File: src/verilog/status_led_cfg.svh
// Overview of operation
// - Patterns repeat every one second by default
// - Init, halt and running patterns as listed
// - Fault codes two to five patterns
// - Shutdown cycles four colours over eight seconds
// - Power-fail-disabled pattern over two seconds
// - Network state codes nine to C patterns
// - Identify shows power source; debugging red blink
// - Shutdown and power-fail indications latch until unpowered
// - Power indicator red whenever powered
// - Word order selects which half goes first
// - Panel partner needs high-word-first on both sides
// - Fixed-point and integer values held 32-bit signed
// - Fixed-point carried as 16.16 with floats
`ifndef STATUS_LED_CFG_SVH
`define STATUS_LED_CFG_SVH

`define CLK_FREQ_HZ 100000000
`define BASE_PERIOD_MS 1000
// Slot count: each pattern period is split into 20 slots of 5 %
`define SLOTS_PER_PERIOD 20
`define SLOT_BASE_CYCLES ((`CLK_FREQ_HZ / 1000) * `BASE_PERIOD_MS / `SLOTS_PER_PERIOD)
`define SHUTDOWN_PERIOD_S 8
`define PFAIL_PERIOD_S 2

`define CODE_INIT 4'h0
`define CODE_HALT 4'h1
`define CODE_NOCFG 4'h2
`define CODE_LERR 4'h3
`define CODE_HERR 4'h4
`define CODE_STFAIL 4'h5
`define CODE_SHUTDOWN 4'h6
`define CODE_OK 4'h7
`define CODE_PFAIL 4'h8
`define CODE_NETFAIL 4'h9
`define CODE_NETCHECK 4'hA
`define CODE_PEERHALT 4'hB
`define CODE_DUPADDR 4'hC

`define FRAC_BITS 16
`define WORD_BITS 32
`define HALF_BITS 16

`endif

File: src/verilog/status_led_pkg.sv
package status_led_pkg;

    // Colour on the two-element lamp
    typedef enum logic [1:0] {
        COL_OFF = 2'h0,
        COL_GREEN = 2'h1,
        COL_RED = 2'h2,
        COL_ORANGE = 2'h3
    } colour_e;

    // Source of the indication shown on the lamp
    typedef enum logic [3:0] {
        SRC_STATE = 4'h1,
        SRC_DEBUG = 4'h2,
        SRC_IDENT = 4'h4,
        SRC_HWINIT = 4'h8
    } source_e;

    // Power source reported on identify
    typedef enum logic [1:0] {
        PWR_USB = 2'h0,
        PWR_DRIVE = 2'h1,
        PWR_EXTERNAL = 2'h2
    } power_src_e;

    // Word order on the slave link
    typedef enum logic {
        ORDER_LOW_FIRST = 1'b0,
        ORDER_HIGH_FIRST = 1'b1
    } word_order_e;

    typedef logic signed [31:0] fixed_t;
    typedef logic signed [31:0] int32_t;

endpackage

File: src/verilog/slot_timer.sv
`timescale 1ns/100ps
`include "status_led_cfg.svh"

// Divides the clock into pattern slots and counts slots within a period
module slot_timer #(
    parameter int SLOT_CYCLES = `SLOT_BASE_CYCLES
) (
    input wire logic sys_clk,
    input wire logic rst_n,
    input wire logic restart,
    input wire logic [3:0] scale,
    output logic [4:0] slot_q
);
    logic [31:0] cyc_q;
    logic [31:0] limit;

    // Scaled slot length for long periods
    assign limit = SLOT_CYCLES * scale;

    // Cycle counter restarts with the pattern
    always_ff @(posedge sys_clk or negedge rst_n)
    begin
        if (!rst_n)
            cyc_q <= 32'h0;
        else if (restart || cyc_q >= limit - 32'h1)
            cyc_q <= 32'h0;
        else
            cyc_q <= cyc_q + 32'h1;
    end

    // Slot index wraps at the end of the period
    always_ff @(posedge sys_clk or negedge rst_n)
    begin
        if (!rst_n)
            slot_q <= 5'h0;
        else if (restart)
            slot_q <= 5'h0;
        else if (cyc_q >= limit - 32'h1)
            slot_q <= (slot_q == 5'(`SLOTS_PER_PERIOD - 1)) ? 5'h0 : slot_q + 5'h1;
    end
endmodule

File: src/verilog/word_packer.sv
`timescale 1ns/100ps
`include "status_led_cfg.svh"

// Splits a 32-bit value into two link registers and joins them back
module word_packer (
    input wire logic sys_clk,
    input wire logic rst_n,
    input status_led_pkg::word_order_e order,
    input wire logic [31:0] tx_value,
    input wire logic [15:0] rx_reg_lo,
    input wire logic [15:0] rx_reg_hi,
    output logic [15:0] tx_reg_lo_q,
    output logic [15:0] tx_reg_hi_q,
    output logic [31:0] rx_value_q
);
    import status_led_pkg::*;

    // Lower register number holds the half chosen by the order
    always_ff @(posedge sys_clk or negedge rst_n)
    begin
        if (!rst_n)
        begin
            tx_reg_lo_q <= 16'h0;
            tx_reg_hi_q <= 16'h0;
        end
        else if (order == ORDER_HIGH_FIRST)
        begin
            tx_reg_lo_q <= tx_value[31:16];
            tx_reg_hi_q <= tx_value[15:0];
        end
        else
        begin
            tx_reg_lo_q <= tx_value[15:0];
            tx_reg_hi_q <= tx_value[31:16];
        end
    end

    // Reassembly of a received pair
    always_ff @(posedge sys_clk or negedge rst_n)
    begin
        if (!rst_n)
            rx_value_q <= 32'h0;
        else if (order == ORDER_HIGH_FIRST)
            rx_value_q <= {rx_reg_lo, rx_reg_hi};
        else
            rx_value_q <= {rx_reg_hi, rx_reg_lo};
    end
endmodule

File: src/verilog/module_status_led_sequencer.sv
`timescale 1ns/100ps
`include "status_led_cfg.svh"

// Module status lamp, power lamp and link word-ordering helper
module module_status_led_sequencer #(
    parameter int SLOT_CYCLES = `SLOT_BASE_CYCLES
) (
    input wire logic sys_clk,
    input wire logic rst_n,
    input wire logic [3:0] network_controller_state_code,
    input wire logic debug_mode,
    input wire logic identify_req,
    input wire logic hw_init,
    input status_led_pkg::power_src_e power_src,
    input status_led_pkg::word_order_e word_order,
    input wire logic [31:0] tx_value,
    input wire logic [15:0] rx_reg_lo,
    input wire logic [15:0] rx_reg_hi,
    input wire logic [31:0] float_in,
    output logic status_red_q,
    output logic status_green_q,
    output logic power_red_q,
    output logic latched_q,
    output logic [15:0] tx_reg_lo_q,
    output logic [15:0] tx_reg_hi_q,
    output logic [31:0] rx_value_q,
    output logic [31:0] fixed_from_float_q
);
    import status_led_pkg::*;

    logic [2:0] pin_sync_q;
    logic [2:0] pin_mid_q;
    logic [2:0] pin_last_q;
    logic [2:0] ovr_q;
    logic [1:0] pwr_sync_q;
    logic [1:0] pwr_mid_q;
    logic [1:0] pwr_last_q;
    logic [1:0] pwr_q;
    logic [3:0] code_q;
    logic [3:0] latch_code_q;
    logic [3:0] eff_code;
    logic [3:0] prev_code_q;
    source_e src_d;
    source_e src_q;
    logic restart;
    logic [3:0] scale;
    logic [4:0] slot_raw;
    logic [4:0] slot;
    colour_e colour;

    // State code from the module controller, same clock, registered once
    always_ff @(posedge sys_clk or negedge rst_n)
    begin
        if (!rst_n)
            code_q <= `CODE_INIT;
        else
            code_q <= network_controller_state_code;
    end

    // Tool and supply-sense levels cross into this clock through three stages
    always_ff @(posedge sys_clk or negedge rst_n)
    begin
        if (!rst_n)
        begin
            pin_sync_q <= 3'h0;
            pin_mid_q <= 3'h0;
            pin_last_q <= 3'h0;
            pwr_sync_q <= 2'h0;
            pwr_mid_q <= 2'h0;
            pwr_last_q <= 2'h0;
        end
        else
        begin
            pin_sync_q <= {hw_init, identify_req, debug_mode};
            pin_mid_q <= pin_sync_q;
            pin_last_q <= pin_mid_q;
            pwr_sync_q <= power_src;
            pwr_mid_q <= pwr_sync_q;
            pwr_last_q <= pwr_mid_q;
        end
    end

    // A level counts once the last two stages agree, so one-cycle blips are dropped
    always_ff @(posedge sys_clk or negedge rst_n)
    begin
        if (!rst_n)
        begin
            ovr_q <= 3'h0;
            pwr_q <= 2'h0;
        end
        else
        begin
            ovr_q <= (pin_mid_q & pin_last_q) | (ovr_q & (pin_mid_q | pin_last_q));
            pwr_q <= (pwr_mid_q & pwr_last_q) | (pwr_q & (pwr_mid_q | pwr_last_q));
        end
    end

    // Shutdown and power-fail codes latch until power goes away
    always_ff @(posedge sys_clk or negedge rst_n)
    begin
        if (!rst_n)
            latch_code_q <= 4'h0;
        else if (latch_code_q == 4'h0 &&
                 (code_q == `CODE_SHUTDOWN || code_q == `CODE_PFAIL))
            latch_code_q <= code_q;
    end

    always_ff @(posedge sys_clk or negedge rst_n)
    begin
        if (!rst_n)
            latched_q <= 1'b0;
        else
            latched_q <= (latch_code_q != 4'h0);
    end

    assign eff_code = (latch_code_q != 4'h0) ? latch_code_q : code_q;

    // Indication source priority: latched code, hardware init, identify, debug, state
    always_comb
    begin
        if (latch_code_q != 4'h0)
            src_d = SRC_STATE;
        else if (ovr_q[2])
            src_d = SRC_HWINIT;
        else if (ovr_q[1])
            src_d = SRC_IDENT;
        else if (ovr_q[0])
            src_d = SRC_DEBUG;
        else
            src_d = SRC_STATE;
    end

    // Source shown last cycle, for change detection
    always_ff @(posedge sys_clk or negedge rst_n)
    begin
        if (!rst_n)
            src_q <= SRC_STATE;
        else
            src_q <= src_d;
    end

    // Code shown last cycle, for change detection
    always_ff @(posedge sys_clk or negedge rst_n)
    begin
        if (!rst_n)
            prev_code_q <= `CODE_INIT;
        else
            prev_code_q <= eff_code;
    end

    // A change of source or of effective code restarts the pattern
    assign restart = (src_d != src_q) || (eff_code != prev_code_q);

    // A restart shows slot 0 at once rather than one stale slot
    assign slot = restart ? 5'h0 : slot_raw;

    // Period stretch for the long patterns
    always_comb
    begin
        if (src_d == SRC_STATE && eff_code == `CODE_SHUTDOWN)
            scale = 4'(`SHUTDOWN_PERIOD_S);
        else if (src_d == SRC_STATE && eff_code == `CODE_PFAIL)
            scale = 4'(`PFAIL_PERIOD_S);
        else
            scale = 4'h1;
    end

    slot_timer #(
        .SLOT_CYCLES(SLOT_CYCLES)
    ) u_timer (
        .sys_clk(sys_clk),
        .rst_n(rst_n),
        .restart(restart),
        .scale(scale),
        .slot_q(slot_raw)
    );

    // Colour for the current 5 % slot
    always_comb
    begin
        colour = COL_OFF;
        case (src_d)
            SRC_HWINIT:
                if (slot < 5'd5)
                    colour = COL_ORANGE;
                else if (slot < 5'd10)
                    colour = COL_RED;
                else if (slot < 5'd15)
                    colour = COL_ORANGE;
                else
                    colour = COL_GREEN;
            SRC_IDENT:
                case (power_src_e'(pwr_q))
                    PWR_USB: colour = (slot < 5'd5) ? COL_ORANGE : COL_OFF;
                    PWR_DRIVE: colour = (slot < 5'd10) ? COL_ORANGE : COL_OFF;
                    default: colour = (slot < 5'd15) ? COL_ORANGE : COL_OFF;
                endcase
            SRC_DEBUG:
                colour = (slot < 5'd5) ? COL_RED : COL_OFF;
            SRC_STATE:
                case (eff_code)
                    `CODE_INIT: colour = (slot < 5'd2) ? COL_GREEN : COL_OFF;
                    `CODE_HALT: colour = (slot < 5'd19) ? COL_RED : COL_GREEN;
                    `CODE_NOCFG: colour = (slot < 5'd10) ? COL_RED : COL_OFF;
                    `CODE_LERR: colour = (slot < 5'd10) ? COL_GREEN : COL_RED;
                    `CODE_HERR: colour = (slot < 5'd10) ? COL_ORANGE : COL_RED;
                    `CODE_STFAIL: colour = (slot < 5'd10) ? COL_GREEN : COL_ORANGE;
                    `CODE_SHUTDOWN: colour = (slot < 5'd6) ? COL_GREEN :
                        (slot < 5'd12) ? COL_ORANGE : (slot < 5'd18) ? COL_RED : COL_OFF;
                    `CODE_OK: colour = (slot < 5'd19) ? COL_GREEN : COL_OFF;
                    `CODE_PFAIL: colour = (slot < 5'd5) ? COL_ORANGE :
                        (slot < 5'd15) ? COL_GREEN : COL_OFF;
                    `CODE_NETFAIL: colour = (slot < 5'd10) ? COL_GREEN : COL_OFF;
                    `CODE_NETCHECK: colour = (slot < 5'd5) ? COL_GREEN : COL_OFF;
                    `CODE_PEERHALT: colour = (slot < 5'd10) ? COL_RED :
                        (slot < 5'd17) ? COL_GREEN : COL_OFF;
                    `CODE_DUPADDR: colour = (slot < 5'd15) ? COL_GREEN : COL_RED;
                    default: colour = COL_OFF;
                endcase
            default: colour = COL_OFF;
        endcase
    end

    // Lamp drive; orange lights both elements
    always_ff @(posedge sys_clk or negedge rst_n)
    begin
        if (!rst_n)
        begin
            status_red_q <= 1'b0;
            status_green_q <= 1'b0;
        end
        else
        begin
            status_red_q <= colour[1];
            status_green_q <= colour[0];
        end
    end

    // Power lamp lit from the first edge after reset
    always_ff @(posedge sys_clk or negedge rst_n)
    begin
        if (!rst_n)
            power_red_q <= 1'b0;
        else
            power_red_q <= 1'b1;
    end

    // Word order from the port; a panel partner needs high-word-first
    word_packer u_pack (
        .sys_clk(sys_clk),
        .rst_n(rst_n),
        .order(word_order),
        .tx_value(tx_value),
        .rx_reg_lo(rx_reg_lo),
        .rx_reg_hi(rx_reg_hi),
        .tx_reg_lo_q(tx_reg_lo_q),
        .tx_reg_hi_q(tx_reg_hi_q),
        .rx_value_q(rx_value_q)
    );

    // IEEE single to 16.16 fixed point, saturating at the range ends
    function automatic fixed_t float_to_fixed(input logic [31:0] f);
        logic [7:0] e;
        logic [62:0] mag;
        logic [31:0] res;
        e = f[30:23];
        mag = 63'h0;
        res = 32'h0;
        if (e >= 8'd142)
            res = f[31] ? 32'h80000000 : 32'h7FFFFFFF;
        else if (e >= 8'd103)
        begin
            mag = {39'h0, 1'b1, f[22:0]} << (e - 8'd103);
            res = f[31] ? (32'h0 - mag[62:31]) : mag[62:31];
        end
        return fixed_t'(res);
    endfunction

    always_ff @(posedge sys_clk or negedge rst_n)
    begin
        if (!rst_n)
            fixed_from_float_q <= 32'h0;
        else
            fixed_from_float_q <= float_to_fixed(float_in);
    end
endmodule

File: config.mk
export PLATFORM = sky130hd
export DESIGN_NAME = module_status_led_sequencer
export DESIGN_NICKNAME = d
export VERILOG_FILES = /design/src/verilog/status_led_pkg.sv /design/src/verilog/slot_timer.sv /design/src/verilog/word_packer.sv /design/src/verilog/module_status_led_sequencer.sv
export VERILOG_INCLUDE_DIRS = /design/src /design/src/verilog
export SDC_FILE = /design/constraint.sdc
export NUM_CORES = 1
export LEC_CHECK = 0
export BUFFER_PORTS_ARGS = -buffer_cell sky130_fd_sc_hd__buf_2
export CAP_MARGIN = 20
export CORE_MARGIN = 2
export CORE_UTILIZATION = 30
export CTS_BUF_LIST = sky130_fd_sc_hd__clkbuf_8
export DETAILED_ROUTE_END_ITERATION = 10
export SLEW_MARGIN = 20
export SYNTH_ARGS = -nofsm -noshare
export SYNTH_HDL_FRONTEND = slang
export SYNTH_SLANG_ARGS = --single-unit
File: constraint.sdc
create_clock -name sys_clk -period 4.15 [get_ports sys_clk]
set_input_delay 0 -clock sys_clk [delete_from_list [all_inputs] [get_ports sys_clk]]
set_output_delay 0 -clock sys_clk [all_outputs]
set_load 0.02 [all_outputs]
# After elaboration in Yosys (flattened, before gate mapping)
# Cells that the tools add are included.
[word_totals]
register_bits = 173
wordCells = 128
[op_classes]
add_sub_neg = 5
n_mul = 1
magnitude_cmp = 12
eq_ne = 22
shift = 1
muxes = 46
n_bitwise = 8
reduce_logical = 11
[ops]
columns = ["cell", "n"]
rows = [
  ["$mux 32", 6],
  ["$shl 24x8->63", 1],
  ["$mux 2", 19],
  ["$add 32x1->32 const B", 1],
  ["$ge 32x32->1", 1],
  ["$mux 16", 2],
  ["$sub 1x32->32 const A", 1],
  ["$eq 4x4->1 const B", 7],
  ["$sub 27x1->28 const B", 1],
  ["$pmux 2 s13", 1],
  ["$eq 4x3->1 const B", 6],
  ["$mul 17x4->21 const A", 1],
  ["$mux 4", 5],
  ["$mux 5", 4],
  ["$lt 5x4->1 const B", 3],
  ["$lt 5x5->1 const B", 3],
  ["$eq 4x2->1 const B", 3],
  ["$lt 5x3->1 const B", 2],
  ["$eq 4x1->1 const B", 2],
  ["$ge 8x7->1 const B", 1],
  ["$ge 8x8->1 const B", 1],
  ["$logic_not 4->1", 2],
  ["$ne 4x4->1", 2],
  ["$pmux 2 s4", 1],
  ["16 further kinds", 30],
]

# Depth between registers and ports, before layout
# Gate-level depths: netlist of the first run.
[depth]
ltp_word = 13
ltp_mapped = 19
ltp_nobuf = 18

# Hierarchy
# Synthesis of the first run repeated with hierarchy kept, for this count alone.
[hier_totals]
hier_cells = 1403
hier_area_um2 = 13550.5
[by_module_without_submodules]
columns = ["mod", "instances", "cells_per_inst", "area_per_inst_um2", "seq_area_each_um2"]
rows = [
  ["module_status_led_sequencer", 1, 833, 7083.0, 1803.0],
  ["slot_timer", 1, 435, 3788.6, 925.9],
  ["word_packer", 1, 135, 2678.8, 1601.5],
]

# Worst setup path after synthesis of the first run
# No wires, ideal clock.
[synth_timing]
path_kind = "register to register"
startpoint = "register latch_code_q[1]"
endpoint = "register u_timer.slot_q[3]"
setup_ns = 0.136
arrival_time_ns = 3.901
t_required_ns = 4.014
path_slack_ns = 0.112
path_stages_with_launch = 18
n_path_buf = 2
path_cell_list = "dfrtp_1 -> nor4_2 -> a21oi_1 -> clkbuf_1 -> nor3_1 -> nor2_1 -> inv_1 -> ha_1 -> a21o_1 -> a21o_1 -> a21o_1 -> a21o_1 -> a21o_1 -> a221o_1 -> clkbuf_1 -> nor3b_1 -> a21oi_1 -> o22ai_1"
[synth_between]
elab_chain_len = 10
elab_cells_between_ends = 18
classes_between = "add/sub: 1; mul: 1; order compare: 1; eq/ne: 5; mux: 5; reduce/logical: 5"
[synth_rtl]
columns = ["item", "line", "rtl"]
rows = [
  ["start: declaration", "module_status_led_sequencer.sv:40", "logic [3:0] latch_code_q;"],
  ["start signal: assignment", "module_status_led_sequencer.sv:105", "latch_code_q <= code_q;"],
  ["$reduce_bool 4->1", "module_status_led_sequencer.sv:116, module_status_led_sequencer.sv:121", ""],
  ["$mux 4 (on tied branches)", "module_status_led_sequencer.sv:121, module_status_led_sequencer.sv:116", ""],
  ["$eq 4x1->1 / $eq 4x4->1 (equally long branches)", "n/a", ""],
  ["$logic_and 1x1->1 (no line)", "n/a", ""],
  ["$mux 2", "module_status_led_sequencer.sv:162", "else if (src_d == SRC_STATE && eff_code == `CODE_PFAIL)"],
  ["$mux 4", "module_status_led_sequencer.sv:160", "if (src_d == SRC_STATE && eff_code == `CODE_SHUTDOWN)"],
  ["$mul 17x4->21", "slot_timer.sv:18", "assign limit = SLOT_CYCLES * scale;"],
  ["$sub 27x1->28", "slot_timer.sv:38", "else if (cyc_q >= limit - 32'h1)"],
  ["$ge 32x32->1", "slot_timer.sv:38", ""],
  ["$reduce_bool 2->1 (no line)", "n/a", ""],
  ["end signal: assignment", "slot_timer.sv:39", "slot_q <= (slot_q == 5'(`SLOTS_PER_PERIOD - 1)) ? 5'h0 : slot_q + 5'h1;"],
  ["end: declaration", "slot_timer.sv:12", "output logic [4:0] slot_q"],
]
# Parallel ways exist; a longest one is shown, timed or not.
# A chain may end at the register's enable or synchronous reset.

# Final worst setup path of the first run
[layout_timing]
startpoint = "register latch_code_q[0]"
endpoint = "register u_timer.slot_q[3]"
[layout_between]
elab_chain_len = 10
elab_cells_between_ends = 18
classes_between = "add/sub: 1; mul: 1; order compare: 1; eq/ne: 5; mux: 5; reduce/logical: 5"
[layout_rtl]
columns = ["item", "line", "rtl"]
rows = [
  ["$reduce_bool 4->1 (*)", "module_status_led_sequencer.sv:116", "assign eff_code = (latch_code_q != 4'h0) ? latch_code_q : code_q;"],
  ["$mux 4 (*)", "module_status_led_sequencer.sv:116", ""],
  ["named net eff_code[3]", "module_status_led_sequencer.sv:41", "logic [3:0] eff_code;"],
  ["$eq 4x4->1", "n/a", ""],
  ["$logic_and 1x1->1 (no line)", "n/a", ""],
  ["$mux 2", "module_status_led_sequencer.sv:162", ""],
  ["$mux 4", "module_status_led_sequencer.sv:160", ""],
  ["$mul 17x4->21", "slot_timer.sv:18", ""],
  ["$sub 27x1->28", "slot_timer.sv:38", ""],
  ["$ge 32x32->1", "slot_timer.sv:38", ""],
  ["$reduce_bool 2->1 (no line)", "n/a", ""],
]
# Mark *: on every way through the listed nets, which the timed path passes. The rest lies on a longest branch.

==> results of run 1 <==
==> worst register-to-register path, cell delays in order, from the launching register on <==
cell and delay, ns:
dfrtp_1 0.45, nor4_4 0.08, buf_4 0.16, a21oi_1 0.19, inv_1 0.09, nor2_1 0.19
nand4_1 0.24, buf_4 0.22, ha_1 0.28, a21o_1 0.16, a21o_1 0.16, a21o_1 0.16
a21o_1 0.17, a21o_1 0.17, a21o_1 0.17, a221o_2 0.42, nor3b_1 0.17, a21oi_1 0.14
o22ai_1 0.10
==> cell usage after synthesis, types with 6 or more instances <==
cell	number	area, um^2
mux4_2	8	180
nor2b_1	7	43.8
inv_1	26	97.6
and3_1	22	138
nor2_1	98	368
xor2_1	20	175
o31ai_1	9	67.6
a211oi_1	15	113
ha_1	25	313
nand3_1	50	250
nor3_1	34	170
nor4_1	6	37.5
buf_6	13	146
dfrtp_1	172	4300
o21ai_0	61	305
mux2i_1	49	490
a31o_2	11	96.3
nand2b_1	9	56.3
a22oi_1	11	82.6
a21oi_1	47	235
nand4_1	28	175
and2_1	10	62.6
mux2_2	75	845
nand2_1	90	338
xnor2_1	15	131
buf_2	21	105
a31oi_1	10	62.6
a21o_1	19	143
a311oi_1	7	61.3
o22ai_1	13	81.3
or3_1	8	50.1
clkbuf_1	41	154
o221ai_1	8	70.1
o21a_1	9	67.6
o21ai_1	7	35.0
o211ai_1	10	75.1
==> power breakdown <==
group	total (mW)	leakage [nW]	internal [mW]	switching, mW
Combinational	2.04	4.22	0.812	1.22
Clock	1.21	0.194	0.543	0.665
Sequential	1.92	2.11	1.84	0.0799
==> final timing paths <==
check | slack [ns] | depth (start not counted) | start | to
max in group asynchronous | 3.04 | 3 | rst_n | fixed_from_float_q[15]
worst max register to register | 0.33 | 18 | latch_code_q[0] | u_timer.slot_q[3]
worst max-delay path | 0.33 | 18 | latch_code_q[0] | u_timer.slot_q[3]
min in group asynchronous | 0.23 | 2 | rst_n | ovr_q[2]
worst min-delay path | 0.15 | 3 | float_in[31] | fixed_from_float_q[6]
worst min register to register | 0.36 | 0 | pin_sync_q[1] | pin_mid_q[1]
==> layer usage <==
layer,global-route usage,part of all wire
met5,0,0
met4,0.0845,0.037
met3,0.0322,0.057
met2,0.331,0.48
met1,0.261,0.42
==> cell families (layout without fill, tap and decap cells) <==
family	after synthesis	count (layout)	synth area share
adder cells (fa/ha/maj)	30	30	0.0308
multiplexers	141	141	0.138
XOR/XNOR	39	39	0.0344
buffers and inverters	112	434	0.0496
flip-flops	173	173	0.367
AO/OA/AOI/OAI	327	327	0.203
AND/OR/NAND/NOR	401	401	0.176
other	2	10	0.000637
==> cells in the final DEF, fill, tap and decap left out, types with 9 or more instances in the layout <==
cell type      Yosys  routed
buf_2             21     206
dfrtp_1          172     170
dlygate4sd3_1      0     106
nor2_1            98      96
nand2_1           90      90
mux2_2            75      75
o21ai_0           61      61
buf_4              5      58
nand3_1           50      50
mux2i_1           49      49
a21oi_1           47      47
nor3_1            34      33
nand4_1           28      28
inv_1             26      26
ha_1              25      25
and3_1            22      22
xor2_1            20      20
a21o_1            19      19
clkbuf_8           0      18
a211oi_1          15      15
xnor2_1           15      14
o22ai_1           13      13
a22oi_1           11      11
a31o_2            11      11
a31oi_1           10      10
and2_1            10      10
o211ai_1          10      10
o31ai_1            9       9
nand2b_1           9       9
o21a_1             9       9
conb_1             2       9
==> area by class of cell <==
type                    instances  area [um^2]
diodes                          1         2.50
multi-input cells             947         6940
clock inverters                15          159
repair buffers                375         2620
inverters                      27          101
fillers                      3879        23700
well taps                     518          648
clock buffers                  17          234
flip-flops and latches        173         4330
==> stage by stage <==
stage,hold WS (ns),util,setup WS (ns)
2_1_floorplan,-0.296,-,0.112
3_3_place_gp,0.110,0.350,0.207
3_5_place_dp,0.110,0.350,0.131
4_1_cts,0.127,0.387,0.137
5_1_grt,0.138,0.388,0.0202
6_report,0.154,0.388,0.326
==> flip-flops by register name, indices dropped and copies added, names as in the netlist, 3 cells and up <==
signal,count
u_pack.tx_reg_hi_q,16
u_pack.rx_value_q,32
pin_sync_q,3
u_pack.tx_reg_lo_q,16
pin_mid_q,3
u_timer.slot_q,5
pin_last_q,3
u_timer.cyc_q,32
fixed_from_float_q,32
ovr_q,3
src_q,4
code_q,4
prev_code_q,4
latch_code_q,4
==> timing repair <==
| item | CTS | global route |
|---|---|---|
| hold endpoints to repair | 178 | 0 |
| buffers inserted | 0 | 2 |
| gates resized for setup | 0 | 7 |
| hold buffers | 106 | 0 |
| setup endpoints to repair | 0 | 32 |
==> Implementation_results.wiki, run 1 <==
{| class="wikitable"
! Metric !! Value
|-
| Crit path capture type || flop
|-
| #FFs+latches synth || 173
|-
| Vias in the first global route || 11100
|-
| Post-synthesis instance area || 0.0118 mm^2
|-
| Total Routed Length || 41800 um
|-
| Post-Route Skew || between 0.01 and 0.015 ns
|-
| Drt via density || 5.45
|-
| Vias || between 10000 and 15000
|-
| Crit path required time || 4.51 ns
|-
| Die Outline Area || between 0.04 and 0.05 mm^2
|-
| Series of cell instances along the critical path || nor4_4 -> buf_4 -> a21oi_1 -> inv_1 -> nor2_1 -> nand4_1 -> buf_4 -> ha_1 -> a21o_1 -> a21o_1 -> a21o_1 -> a21o_1 -> a21o_1 -> a21o_1 -> a221o_2 -> nor3b_1 -> a21oi_1 -> o22ai_1
|-
| GRT Overall Usage || 0.201
|-
| Top cell family by delay on the critical path || compound AO/OA/AOI/OAI gates
|-
| Number of detailed-route iterations in the first pass || 6
|-
| Post-place instance area || around 0.014 mm^2
|-
| Routed wirelength normalized by instance count || 20.2 um
|-
| Async set-reset flop share out of synthesis || 1.00
|-
| I/O Buffers || 207
|-
| Period Utilization, post-route || 0.922
|-
| Overflow left after global routing || 0
|-
| Maximum clock frequency || 261 MHz
|-
| Number of nets in the final layout || 1674
|-
| Highest net fanout along the worst path || 11
|-
| Summed area of non-filler cells in the final layout || 0.0150 mm^2
|-
| TritonCTS clock tree || done
|-
| Total design power || 5.16 mW
|-
| Post-synthesis average cell area || 9.63 um^2
|-
| Maximum number of pins on one net before global-route repair || 108
|-
| Total Negative Setup Slacks || 0 ns
|-
| Placed cell count || 1932
|-
| Placeable core region || 0.0387 mm^2
|-
| Starting density of the core || 0.305
|-
| Die span in y || 202 um
|-
| Number of sinks handled by clock tree synthesis || about 170
|-
| Buffers from clock root to sink, at most || 2
|-
| Share of post-route cells with drive strength above 1 || 0.288
|-
| Worst slew slack as a fraction of its limit || 0.284
|-
| Final-report hold violation count || 0
|-
| Max Slew Vio Count || 0
|-
| DP Wirelength || 30700 um
|-
| Launching element type of the critical path || flop
|-
| Crit path buf inv count || 3
|-
| DRC violations left || 0
|-
| Setup repair after global routing missed its margin || false
|-
| Standard-cell rows || 72
|-
| Worst vdd rail ir drop || 0.228 mV
|-
| H-tree level count || 4
|-
| Horizontal extent of the die || around 200 um
|-
| TritonCTS buffer count || 17
|-
| Layout Cells excl Fill || 2073
|-
| Global placer's final weighted congestion || 0.964
|-
| Critical path's slowest cell || dfrtp_1
|-
| Final setup viols || 0
|-
| Number of library cell types mapped by synthesis || approximately 110
|-
| Clock transition time at the flip-flop clock pins of the worst setup and hold paths || 0.10 ns
|-
| Seq/Total Area, Yosys || 0.367
|-
| Max Cap Viol || 0
|-
| Critical path arrival || ~4.2 ns
|-
| Violation count after the first detailed-route iteration || around 900
|-
| Antenna Nets Post-Route || 0
|-
| Cell leakage power || 6.53 nW
|-
| Slew at the pin closest to its max-slew limit || 1.07 ns
|-
| Number of antenna violations at the first check in global routing || 1
|-
| Flip-flop cell with the highest count after synthesis || dfrtp_1
|-
| Signed area change from the synthesized netlist to the final layout || 27.5%
|-
| Power density normalized to cell area || 343 mW/mm^2
|-
| Clk Tree Root Cell || clkbuf_8
|-
| Number of flops mapped to enable cells by yosys || 0
|-
| Global-route wire length before repair || approximately 65000 um
|-
| Number of standard cells after synthesis || 1225
|-
| Maximum single-stage delay on the critical path || 0.45 ns
|-
| Top-level port count || 208
|-
| Tmin final || 3.82 ns
|-
| Top cell by count, worst path || a21o_1
|-
| Result of the run || complete, no violations
|-
| Count of warnings emitted by yosys || 0
|-
| CP Class || reg2reg
|-
| Source-to-sink clock delay at the later pin of the worst-skew pair || 0.47 ns
|-
| Class of the tightest hold or removal check || in2reg
|}
No activity file was read; power rests on OpenSTA's default activity.
==> run 2: changes to the inputs <==
Settings changed: PLACE_DENSITY set to 0.47.
==> Implementation_results.wiki, run 2 (synthesis results as in run 1) <==
{| class="wikitable"
! Metric !! Value
|-
| Crit path buf inv count || 4
|-
| Depth of the worst hold-timing path || 2
|-
| Starting density of the core || 0.305
|-
| Worst vdd rail ir drop || ~0.2 mV
|-
| DP Wirelength || between 30000 and 40000 um
|-
| Max Slew Vio Count || 0
|-
| Cell leakage power || ~6.6 nW
|-
| Placeable core region || a little under 0.04 mm^2
|-
| Launching element type of the critical path || flop
|-
| Die Outline Area || ~0.041 mm^2
|-
| Overflow left after global routing || 0
|-
| Series of cell instances along the critical path || nor4_4 -> a21oi_1 -> buf_4 -> inv_1 -> nor3_2 -> buf_4 -> nor2_1 -> inv_1 -> ha_1 -> a21o_1 -> a21o_1 -> a21o_1 -> a21o_1 -> a21o_1 -> a221o_2 -> nor3b_1 -> a21oi_1 -> o22ai_1
|-
| Signed area change from the synthesized netlist to the final layout || 28.5%
|-
| TritonCTS buffer count || 17
|-
| DRC violations left || 0
|-
| Critical path arrival || 4.23 ns
|-
| Highest net fanout along the worst path || 17
|-
| Levels on crit path || 18
|-
| Min-Delay Startpoint || word_order
|-
| I/O Buffers || roughly 210
|-
| Commonest non-fill, non-tap cell in the layout || buf_2
|-
| GRT Overall Usage || 0.203
|-
| Crit path required time || 4.50 ns
|-
| Top cell by count, worst path || a21o_1
|-
| Source-to-sink clock delay at the later pin of the worst-skew pair || between 0.4 and 0.5 ns
|-
| Class of the tightest hold or removal check || in2reg
|-
| Reg2reg setup slack || around 0.27 ns
|-
| Buffers from clock root to sink, at most || 2
|-
| Standard-cell rows || 72
|-
| Max Cap Viol || 0
|-
| Worst slew slack as a fraction of its limit || 0.268
|-
| Post-Route Skew || 0.0177 ns
|-
| Dpl ws || 0.0158 ns
|-
| Top cell family by delay on the critical path || compound AO/OA/AOI/OAI gates
|-
| Vias || 11300
|-
| Number of antenna repair diodes || 0
|-
| Logic depth of the worst register-to-register path || 18
|-
| Maximum number of pins on one net before global-route repair || 100
|-
| Maximum single-stage delay on the critical path || 0.45 ns
|-
| Startpoint of the worst-slack reg-to-reg timing path || latch_code_q[0]
|-
| Share of post-route cells with drive strength above 1 || 0.296
|-
| Critical path's slowest cell || dfrtp_1
|-
| Clk Tree Root Cell || clkbuf_8
|-
| Post-route setup slack || 0.269 ns
|-
| Final-report hold violation count || 0
|-
| Die span in y || about 200 um
|-
| Crit path capture type || flop
|-
| Post-place instance area || about 0.014 mm^2
|-
| Routed wirelength normalized by instance count || 19.9 um
|-
| Number of sinks handled by clock tree synthesis || 173
|-
| Final setup viols || 0
|-
| Global-route wire length before repair || approximately 65000 um
|-
| Total Routed Length || 41500 um
|-
| Slew at the pin closest to its max-slew limit || 1.09 ns
|-
| Largest registers || fixed_from_float_q x32, u_pack.rx_value_q x32, u_timer.cyc_q x32
|-
| Period Utilization, post-route || 0.935
|-
| Horizontal extent of the die || 202 um
|-
| Setup repair after global routing missed its margin || false
|-
| Number of antenna violations at the first check in global routing || 0
|-
| Number of detailed-route iterations in the first pass || 6
|-
| Result of the run || complete, no violations
|-
| CP Class || reg2reg
|-
| Tmin final || between 3 and 4 ns
|-
| Global placer's final weighted congestion || roughly 0.97
|-
| Vias in the first global route || around 11000
|-
| Power density normalized to cell area || 342 mW/mm^2
|-
| Summed area of non-filler cells in the final layout || roughly 0.015 mm^2
|-
| Drt via density || 5.40
|-
| Commonest cells after routing, fill and taps aside || buf_2 (206), dfrtp_1 (170), dlygate4sd3_1 (106)
|-
| Antenna Nets Post-Route || 0
|-
| Endpoint of the worst register-to-register path || u_timer.slot_q[3]
|-
| Worst-case hold path end point || u_pack.rx_value_q[26]
|-
| Clock transition time at the flip-flop clock pins of the worst setup and hold paths || 0.09 ns
|-
| H-tree level count || 4
|-
| TritonCTS clock tree || done
|-
| Top-level port count || 208
|-
| Maximum clock frequency || ~260 MHz
|-
| Violation count after the first detailed-route iteration || roughly 900
|-
| Number of nets in the final layout || 1689
|}
-- run 2: cell count changes in the layout (fill, tap and decap cells not counted), sizes merged --
cell,change
clkinv,-1
inv,-3
diode,-1
buf,+16
clkbuf,+1
clkinvlp,+2
-- run 2: timing repair --
action	in CTS	in global routing
endpoints found under the setup margin	0	32
hold buffers	106	0
resized for setup	0	8
setup buffers	0	1
endpoints found under the hold margin	147	0
-- run 2: worst max-delay path by stage --
stage | from | end | slack [ns]
global route | latch_code_q[0] | u_timer.slot_q[3] | 0.01
detailed placement | float_in[25] | fixed_from_float_q[9] | 0.02
floorplan | latch_code_q[1] | u_timer.slot_q[3] | 0.11
finish | latch_code_q[0] | u_timer.slot_q[3] | 0.27
global placement | float_in[24] | fixed_from_float_q[9] | -0.02
CTS | latch_code_q[1] | u_timer.slot_q[3] | 0.05
-- run 2: routing by layer --
| metal | track usage | vias up | routed length, um |
|---|---|---|---|
| li1 | - | 5266 | - |
| met2 | 0.335 | 430 | 19900 |
| met1 | 0.262 | 5467 | 17700 |
| met3 | 0.0376 | 102 | 2360 |
| met5 | 0 | - | 0 |
| met4 | 0.0790 | 0 | 1560 |
-- run 2: final cells by class --
type	instances	area, um^2
clock buffer	19	262
clock inverter	13	141
fill	3891	23600
inverter	27	101
multi-input combinational	947	6950
sequential	173	4330
tap	518	648
timing repair buffer	390	2720
-- run 2: worst reg2reg max path, delay by kind of cell (launching register included) --
kind | cells | cell delay, ns
simple gates | 4 | 0.76
buf+inv | 4 | 0.61
flops | 1 | 0.45
compound gates | 9 | 1.66
fa+ha+maj | 1 | 0.29
-- run 2: report_power, final --
group          internal [mW]  leakage (nW)  switching, mW
Sequential              1.84          2.11         0.0724
Combinational          0.820          4.29           1.24
Clock                  0.568         0.192          0.647
Total                   3.22          6.59           1.96
-- run 2: through the flow --
step | power [mW] | TNS, ns | hold WS [ns] | util | instances
finish | 5.18 | 0 | 0.0969 | 0.391 | 2087
global route | 5.49 | 0 | 0.0783 | 0.391 | 2087
CTS | 5.20 | 0 | 0.0539 | 0.390 | 2086
detailed placement | 3.86 | 0 | 0.0909 | 0.353 | 1948
global placement | 3.87 | -0.0220 | 0.0843 | 0.353 | 1948
floorplan | 3.16 | 0 | -0.296 | - | 1232
